### config.mk
export PLATFORM = sky130hd
export DESIGN_NAME = csso_regs
export DESIGN_NICKNAME = d
export VERILOG_FILES = /design/src/csso_pkg.sv /design/src/csso_sync3.sv /design/src/csso_regs.sv
export SDC_FILE = /design/constraint.sdc
export NUM_CORES = 1
export LEC_CHECK = 0
export ABC_AREA = 1
export BUFFER_PORTS_ARGS = -buffer_cell sky130_fd_sc_hd__buf_2
export CAP_MARGIN = 20
export CORE_AREA = 2 2 82 84
export CTS_CLUSTER_SIZE = 10
export DETAILED_ROUTE_END_ITERATION = 8
export DIE_AREA = 0 0 84 86
export HOLD_SLACK_MARGIN = 0.08
export PLACE_DENSITY = 0.7
export SYNTH_ARGS = -nofsm -noshare
export SYNTH_HDL_FRONTEND = slang
export SYNTH_SLANG_ARGS = --single-unit
### constraint.sdc
create_clock -name clk -period 1.2 [get_ports clk]
set_input_delay 0.18 -clock clk [delete_from_list [all_inputs] [get_ports clk]]
set_output_delay 0.18 -clock clk [all_outputs]
set_load 0.02 [all_outputs]
### src/csso_pkg.sv
// Package with register map, field layouts, reset values and carriers for the clock status/sync/output block.
package csso_pkg;

  // Register offsets on the configuration port.
  localparam logic [7:0] CSSO_ADDR_INPUT_CFG   = 8'h95;
  localparam logic [7:0] CSSO_ADDR_SYSREF_CFG  = 8'h96;
  localparam logic [7:0] CSSO_ADDR_STATUS      = 8'h97;
  localparam logic [7:0] CSSO_ADDR_RELOCK      = 8'h98;
  localparam logic [7:0] CSSO_ADDR_DIV_SYNC    = 8'h99;
  localparam logic [7:0] CSSO_ADDR_SYSREF_GO   = 8'h9B;
  localparam logic [7:0] CSSO_ADDR_OE_LOW      = 8'h9C;
  localparam logic [7:0] CSSO_ADDR_OE_MID      = 8'h9D;
  localparam logic [7:0] CSSO_ADDR_OE_HIGH     = 8'h9E;
  localparam logic [7:0] CSSO_ADDR_OE_SPARE    = 8'h9F;

  // Command bit position shared by the three self-clearing command registers.
  localparam int CSSO_CMD_BIT = 7;

  // Input configuration register fields.
  localparam int CSSO_SEL_LSB      = 0;
  localparam int CSSO_FORCE_VC_BIT = 2;
  localparam int CSSO_EXT_C_BIT    = 3;
  localparam int CSSO_EXT_D_BIT    = 4;

  // Sysref configuration register fields.
  localparam int CSSO_GEN_MODE_LSB = 0;
  localparam int CSSO_OUT_SET_LSB  = 4;

  // Status register fields.
  localparam int CSSO_ST_PRESENT_BIT = 0;
  localparam int CSSO_ST_FORCED_BIT  = 1;
  localparam int CSSO_ST_ACTIVE_LSB  = 2;
  localparam int CSSO_ST_READY_BIT   = 4;

  // High output enable register: only bits 2:1 are implemented.
  localparam int CSSO_OE_HIGH_LSB = 1;

  // Reset values.
  localparam logic [7:0] CSSO_OE_RESET       = 8'h00;
  localparam logic [7:0] CSSO_CFG_RESET      = 8'h00;
  localparam logic [2:0] CSSO_GEN_MODE_RESET = 3'h0;
  localparam logic [1:0] CSSO_OUT_SET_RESET  = 2'h0;

  // Generator mode encodings.
  localparam logic [2:0] CSSO_GEN_MODE_CONT   = 3'h4;
  localparam logic [2:0] CSSO_GEN_MODE_REPEAT = 3'h5;
  localparam logic [2:0] CSSO_GEN_MODE_STOP   = 3'h7;

  // Number of output enables.
  localparam int CSSO_NUM_OUT = 18;

  // Register port request.
  typedef struct packed {
    logic       wr;
    logic       rd;
    logic [7:0] addr;
    logic [7:0] wdata;
  } csso_req_t;

  // Command pulses toward the clock core.
  typedef struct packed {
    logic relock;
    logic div_sync;
    logic sysref_go;
  } csso_cmd_t;

  // Raw status levels from the clock core.
  typedef struct packed {
    logic       ref_present;
    logic       vc_forced_pin;
    logic [1:0] active_input;
  } csso_status_t;

endpackage : csso_pkg

### src/csso_sync3.sv
// Three-stage synchroniser that accepts a change once the second and third stages agree.
`timescale 1ns/10ps
`default_nettype none
module csso_sync3 #(
  parameter int WIDTH = 1
) (
  // Clock and reset.
  input  wire logic             clk,
  input  wire logic             rst_n,
  // Asynchronous input and filtered output.
  input  wire logic [WIDTH-1:0] async_in,
  output logic      [WIDTH-1:0] sync_out
);

  // Refuse a width the logic cannot serve.
  if (WIDTH < 1) begin : g_bad_width
    $error("csso_sync3 needs WIDTH of at least one");
  end

  typedef struct packed {
    logic [WIDTH-1:0] s1;
    logic [WIDTH-1:0] s2;
    logic [WIDTH-1:0] s3;
    logic [WIDTH-1:0] held;
  } csso_sync_state_t;

  csso_sync_state_t st_ff;
  csso_sync_state_t nxt_st;

  // The first stage feeds only the second; only agreeing later stages update the held value.
  always_comb begin
    nxt_st    = st_ff;
    nxt_st.s1 = async_in;
    nxt_st.s2 = st_ff.s1;
    nxt_st.s3 = st_ff.s2;
    for (int i = 0; i < WIDTH; i++) begin
      if (st_ff.s2[i] == st_ff.s3[i]) begin
        nxt_st.held[i] = st_ff.s3[i];
      end
    end
  end

  // Synchronous active-low reset clears all stages.
  always_ff @(posedge clk) begin
    if (!rst_n) begin
      st_ff <= '0;
    end else begin
      st_ff <= nxt_st;
    end
  end

  assign sync_out = st_ff.held;

endmodule : csso_sync3
`default_nettype wire

### src/csso_regs.sv
// Register slice for reference status, synchronisation commands and output enables.
`timescale 1ns/10ps
`default_nettype none
module csso_regs
  import csso_pkg::*;
(
  // Clock and reset.
  input  wire logic                    clk,
  input  wire logic                    rst_n,
  // Configuration port.
  input  wire csso_req_t               req,
  output logic      [7:0]              rd_data,
  output logic                         rd_valid,
  // Status from the clock core, asynchronous to clk.
  input  wire csso_status_t            core_status,
  // Sysref generator state from the core: level that rises when generator initialised.
  input  wire logic                    sysref_init_done,
  // Controls toward the clock core.
  output logic      [1:0]              input_select,
  output logic                         force_vc,
  output logic      [2:0]              sysref_generator_mode,
  output logic      [1:0]              sysref_output_setting,
  output logic                         sysref_stop,
  output var csso_cmd_t                cmd,
  // Output drivers: enable and idle level per output.
  output logic      [CSSO_NUM_OUT-1:0] out_enable,
  output logic      [CSSO_NUM_OUT-1:0] out_idle_high
);

  // Whole state of the slice outside the status synchroniser in one record, command pulses and the read answer included.
  typedef struct packed {
    logic [7:0] oe_low;
    logic [7:0] oe_mid;
    logic [1:0] oe_high;
    logic [7:0] input_cfg;
    logic [2:0] gen_mode;
    logic [1:0] out_set;
    logic       ready;
    logic       stop;
    csso_cmd_t  cmd;
    logic [7:0] rdata;
    logic       rvalid;
    logic       init_d;
  } csso_state_t;

  // State record, its next value and the combinational helpers around it.
  csso_state_t  st_ff;
  csso_state_t  nxt_st;
  csso_status_t status_sync;
  logic         init_sync;
  logic         vc_forced;
  logic [7:0]   status_word;

  // The three enable registers hold eight, eight and two bits; another count would leave outputs unmapped.
  if (CSSO_NUM_OUT != 8 + 8 + 2) begin : g_bad_outputs
    $error("csso_regs serves exactly eighteen output enables");
  end

  // The forced, active and ready status fields must fit in the single status byte that the read mux returns.
  if ((CSSO_ST_READY_BIT > 7) || (CSSO_ST_ACTIVE_LSB > 6) || (CSSO_ST_FORCED_BIT > 7)) begin : g_bad_status
    $error("csso_regs status fields overflow the status byte");
  end

  // The two implemented bits of the high enable register must sit inside its byte.
  if (CSSO_OE_HIGH_LSB > 6) begin : g_bad_oe_high
    $error("csso_regs high enable field lies outside its byte");
  end

  // A write strobe to one address; shared by the command and stop decoders.
  function automatic logic wr_hit(input csso_req_t r, input logic [7:0] a);
    return r.wr && (r.addr == a);
  endfunction : wr_hit

  // Command writes decode to a single predicate used three times.
  function automatic logic cmd_hit(input csso_req_t r, input logic [7:0] a);
    return wr_hit(r, a) && r.wdata[CSSO_CMD_BIT];
  endfunction : cmd_hit

  // Core status levels come from another clock, so they pass the filtering synchroniser.
  // The cost is a few cycles of latency on every status bit, which software never notices;
  // the gain is that a glitch of a single cycle on a core line never reaches the status byte.
  csso_sync3 #(
    .WIDTH (5)
  ) u_status_sync (
    .clk      (clk),
    .rst_n    (rst_n),
    .async_in ({core_status, sysref_init_done}),
    .sync_out ({status_sync, init_sync})
  );

  // Forced control voltage is reported for either the register or the pin source.
  assign vc_forced = st_ff.input_cfg[CSSO_FORCE_VC_BIT] | status_sync.vc_forced_pin;

  // Status word assembled from live core state, not from the requested selection.
  always_comb begin
    status_word                                       = 8'h00;
    status_word[CSSO_ST_PRESENT_BIT]                  = status_sync.ref_present;
    status_word[CSSO_ST_FORCED_BIT]                   = vc_forced;
    status_word[CSSO_ST_ACTIVE_LSB +: 2]              = status_sync.active_input;
    status_word[CSSO_ST_READY_BIT]                    = st_ff.ready;
  end

  // Next-state logic for all registers, command pulses and read data.
  // A read and a write in the same cycle both act; the read returns the value held before the write,
  // because the read mux looks at st_ff, so software that wants the new value reads once more.
  // Command pulses are rebuilt from zero every cycle, so none can stick high; a strobe held up for
  // several cycles does give one pulse per cycle, which is why the port takes one-cycle strobes only.
  always_comb begin
    nxt_st        = st_ff;
    nxt_st.cmd    = '0;
    nxt_st.stop   = 1'b0;
    nxt_st.rvalid = 1'b0;
    nxt_st.init_d = init_sync; // Previous synchronised init level, kept for edge detection.

    // Writes to configuration and enable registers.
    if (req.wr) begin
      case (req.addr)
        CSSO_ADDR_INPUT_CFG: begin
          nxt_st.input_cfg = req.wdata & 8'h1F;
        end
        CSSO_ADDR_SYSREF_CFG: begin
          // Only the mode and output-setting fields are stored; the other bits are dropped.
          nxt_st.gen_mode = req.wdata[CSSO_GEN_MODE_LSB +: 3];
          nxt_st.out_set  = req.wdata[CSSO_OUT_SET_LSB +: 2];
        end
        CSSO_ADDR_OE_LOW: begin
          nxt_st.oe_low = req.wdata;
        end
        CSSO_ADDR_OE_MID: begin
          nxt_st.oe_mid = req.wdata;
        end
        CSSO_ADDR_OE_HIGH: begin
          nxt_st.oe_high = req.wdata[CSSO_OE_HIGH_LSB +: 2];
        end
        default: begin
          // Status, spare, command and unmapped locations leave every stored register alone.
          nxt_st.oe_high = st_ff.oe_high;
        end
      endcase
    end

    // Self-clearing commands: one pulse per write of 1, repeatable.
    nxt_st.cmd.relock    = cmd_hit(req, CSSO_ADDR_RELOCK);
    nxt_st.cmd.div_sync  = cmd_hit(req, CSSO_ADDR_DIV_SYNC);
    nxt_st.cmd.sysref_go = cmd_hit(req, CSSO_ADDR_SYSREF_GO);

    // Writing the stop code ends continuous generation and drops the ready flag.
    // The clear comes before the set below, so an init edge in the same cycle leaves ready at 1.
    if (wr_hit(req, CSSO_ADDR_SYSREF_CFG) && (req.wdata[CSSO_GEN_MODE_LSB +: 3] == CSSO_GEN_MODE_STOP)) begin
      nxt_st.stop  = 1'b1;
      nxt_st.ready = 1'b0;
    end

    // Ready sets on core initialisation in a periodic mode; set wins over the stop clear.
    // Only the rising edge of the synchronised level counts, so a level the core leaves high
    // cannot set ready again after software has stopped the generator.
    if (init_sync && !st_ff.init_d &&
        ((st_ff.gen_mode == CSSO_GEN_MODE_CONT) || (st_ff.gen_mode == CSSO_GEN_MODE_REPEAT))) begin
      nxt_st.ready = 1'b1;
    end

    // Reads answer one cycle later from a register; command and spare locations read zero.
    if (req.rd) begin
      nxt_st.rvalid = 1'b1;
      case (req.addr)
        CSSO_ADDR_INPUT_CFG:  nxt_st.rdata = st_ff.input_cfg;
        CSSO_ADDR_SYSREF_CFG: nxt_st.rdata = {2'h0, st_ff.out_set, 1'b0, st_ff.gen_mode};
        CSSO_ADDR_STATUS:     nxt_st.rdata = status_word;
        CSSO_ADDR_OE_LOW:     nxt_st.rdata = st_ff.oe_low;
        CSSO_ADDR_OE_MID:     nxt_st.rdata = st_ff.oe_mid;
        CSSO_ADDR_OE_HIGH:    nxt_st.rdata = {5'h00, st_ff.oe_high, 1'b0};
        default:              nxt_st.rdata = 8'h00;
      endcase
    end
  end

  // State register; synchronous reset leaves every output disabled.
  always_ff @(posedge clk) begin
    if (!rst_n) begin
      st_ff           <= '0;
      st_ff.oe_low    <= CSSO_OE_RESET;
      st_ff.oe_mid    <= CSSO_OE_RESET;
      st_ff.input_cfg <= CSSO_CFG_RESET;
      st_ff.gen_mode  <= CSSO_GEN_MODE_RESET;
      st_ff.out_set   <= CSSO_OUT_SET_RESET;
    end else begin
      st_ff <= nxt_st;
    end
  end

  // Register-driven outputs.
  assign rd_data               = st_ff.rdata;
  assign rd_valid              = st_ff.rvalid;
  assign input_select          = st_ff.input_cfg[CSSO_SEL_LSB +: 2];
  assign force_vc              = st_ff.input_cfg[CSSO_FORCE_VC_BIT];
  assign sysref_generator_mode = st_ff.gen_mode;
  assign sysref_output_setting = st_ff.out_set;
  assign sysref_stop           = st_ff.stop;
  assign cmd                   = st_ff.cmd;

  // Enables are plain levels; the output stage gates them without regard to its own clock.
  assign out_enable = {st_ff.oe_high, st_ff.oe_mid, st_ff.oe_low};

  // Idle level: low everywhere except C and D outputs fed from the external oscillator.
  // The output stage applies this level only while the matching enable is 0, so a disabled
  // C or D output rests high and the receiver sees no extra edge when it is switched off.
  always_comb begin
    out_idle_high      = '0;
    out_idle_high[5:4] = {2{st_ff.input_cfg[CSSO_EXT_C_BIT]}};
    out_idle_high[7:6] = {2{st_ff.input_cfg[CSSO_EXT_D_BIT]}};
  end

endmodule : csso_regs
`default_nettype wire

==> qor.yml <==
finish:
  stdcell_count: 494
  nets: 437
  area_growth_pct: 13.4
  n_antenna_cell: 0
  drive_gt1_share_pct: 28.5
logic_synthesis:
  synth.top_cells.by_count: "dfxtp_1 (63), buf_4 (54), inv_1 (48)"
  synth_ff_type: "dfxtp_1"
  syn_inst: 368
  netlist_top_cells_area: "dfxtp_1 (43%), buf_4 (14%), a21oi_1 (6.3%), inv_1 (6.2%), o21ai_0 (5.3%)"
  syn_area_um2: 2920
  synth_warnings: 0
  synth_seq_area_share_pct: 43.2
  synthMostInstantiatedCell: "dfxtp_1"
  async_reset_ff_share_pct: 0
  synth_top_area_share_pct: 43.2
  synth-edff-count: 0
  avgSynthCellArea_um2: 7.94
  yosys.area.top_type: "dfxtp_1"
  ys_types: 27
  ys_ff_latch: 63
routing:
  remaining_drc_errors: 0
  drtPass1Iterations: 4
  drt-initial-drc-count: 163
  ant_nets: 0
  wl_per_cell_um: 12.2
  totalWireLength_um: 6040
  viasPerCell: 4.63
  vias: 2289
timing:
  fmax_mhz: 898
  finalSetupTns_ps: 0
  drv_slew: 0
  rsz0062_at_grt: "false"
  finalCritPeriodShare_pct: 92.8
  timing.final.ws_setup_ps: 86.8
  hold_viol: 0
  layout_min_cycle_time_ps: 1110
  setup_viol: 0
  finClkSkew_ps: 4.18
placement:
  dpl.cell_count: 473
  gp_congestion: 0.837
  portBuffers: 67
  hpwl_um: 4400
  place_ws_ps: -140
power:
  switchingPower_w: 0.00105
  peakVddDrop_mv: 0.714
  p_int_w: 0.00350
  power.share.sequential_pct: 46.8
  clkPwrFrac_pct: 46.7
  p_leak_nw: 1.58
  p_comb_share_pct: 6.5
  power_density_nw_per_um2: 1370
  p_sw_share_pct: 23.1
grt:
  grt_overflow: 0
  grt_pass1_vias: 2141
  antenna_found_initial: 0
  grt_use_total_pct: 17.6
  grt_max_degree: 49
  grt_first_pass_wirelength_um: 9800
floorplanning:
  ios: 82
  start_util_pct: 46.5
  die_h_um: 86
  coreArea_um2: 6280
  rows: 29
  dieArea_um2: 7220
  die_x_um: 84
clocking:
  h-tree-depth: 3
  clkSlewWorstSetupHoldPaths_ps: 70
  cts_buffers: 9
  cts-root-buf: "clkbuf_8"
  clk_latency_ps: 340
  post_cts_buffers: 0
  clock_path_buffers: 2
  cts_tree: "done"
  cts_sinks: 63
setup_path:
  critPathArrivalTime_ps: 930
  path_buf_inv: 1
  critPathLaunchType: "flop"
  crit_type: "flop to output port"
  cp_max_fo: 4
  cp_slowest_stage_delay_ps: 400
  reg2regPathDepth: 4
  crit_path_end_kind: "output port"
  cp.required_ps: 1020
  cp_top_family: "flip-flops"
  crit_slowest_cell: "dfxtp_1"
  crit_cells: 1
  crit_chain: "buf_2"
status:
  outcome: "finished, final reports clean"
hold_path:
  hold_depth: 3
  hp-class: "primary input to flop"
flow_run:
  max_cap_viol_count: 0
## power by group through the flow
stage	sequential [W]	clock, W	combinational [W]
global placement	0.00218	0	0.000277
detailed placement	0.00218	0	0.000281
global route	0.00213	0.00227	0.000328
CTS	0.00213	0.00215	0.000294
floorplan	0.00218	0	0.000210
finish	0.00213	0.00212	0.000294
## final cells by class
type	instances	area [um^2]
clock buffer	11	151
clock inverter	5	80.1
fill	606	2960
inverter	52	195
multi-input combinational	201	1030
sequential	63	1260
tap	77	96.3
timing repair buffer	85	495
## per-stage QoR
stage / instance area, um^2 / utilization, % / hold slack, ps / power (W)
after floorplan: 2970 / - / 278 / 0.00239
after global placement: 3030 / 48.3 / 359 / 0.00245
after detailed placement: 3030 / 48.3 / 365 / 0.00246
after CTS: 3310 / 52.8 / 92.0 / 0.00458
after global routing: 3310 / 52.8 / 120 / 0.00472
final: 3310 / 52.8 / 103 / 0.00455
## registers in the layout (all words and copies together) (netlist names)
name / count
out_enable: 18
u_status_sync.nxt_st: 10
rd_data: 8
u_status_sync.st_ff: 5
u_status_sync.sync_out: 5
cmd: 3
sysref_generator_mode: 3
input_select: 2
out_idle_high: 2
st_ff: 2
sysref_output_setting: 2
force_vc: 1
rd_valid: 1
sysref_stop: 1
## metal layers
metal / wire length, um / global-route usage (%) / vias up
met5: 0 / 0 / -
met4: 148 / 9.68 / 0
met3: 482 / 5.20 / 13
met2: 2770 / 28.7 / 75
met1: 2640 / 20.9 / 1003
li1: - / - / 1198
## final timing paths
kind	end	startpoint	slack, ps
max reg2reg	rd_data[4]$_SDFFE_PN0P_	out_enable[12]$_SDFFE_PN0P_	300
min	sysref_output_setting[1]$_SDFFE_PN0P_	req[5]	100
min reg2reg	u_status_sync.nxt_st[8]$_SDFF_PN0_	u_status_sync.nxt_st[13]$_SDFF_PN0_	410
max	out_idle_high[5]	out_idle_high[4]$_SDFFE_PN0P_	90
## placed cells by master, fill, tap and decap left out
cell type	instances
dfxtp_1	63
nand3_1	20
o21bai_1	3
buf_4	12
nand4_1	2
nor2_1	25
nor2_2	2
nor2_8	1
nand2_2	8
conb_1	14
o21ai_1	5
clkinv_1	1
o211ai_1	1
buf_12	1
a21oi_1	37
nor2_4	3
clkinv_2	1
o21ai_0	31
nand3_4	3
buf_2	67
nand2_1	37
clkinvlp_4	2
dlygate4sd3_1	5
inv_1	48
bufinv_16	2
a211oi_2	2
nor3_1	2
clkbuf_8	11
inv_2	3
o22ai_1	4
o211ai_2	1
## timing repair
item | in CTS | in global routing
hold buffers | 5 | 0
resized for setup | 0 | 0
endpoints found under the hold margin | 5 | 0
## cell families after synthesis
| family | synth area share [%] |
|---|---|
| buffers and inverters | 23.1 |
| AND/OR/NAND/NOR | 17.9 |
| AO/OA/AOI/OAI | 15.7 |
| flip-flops | 43.2 |
| other | 0.128 |
(Power assumes the default switching activity.)
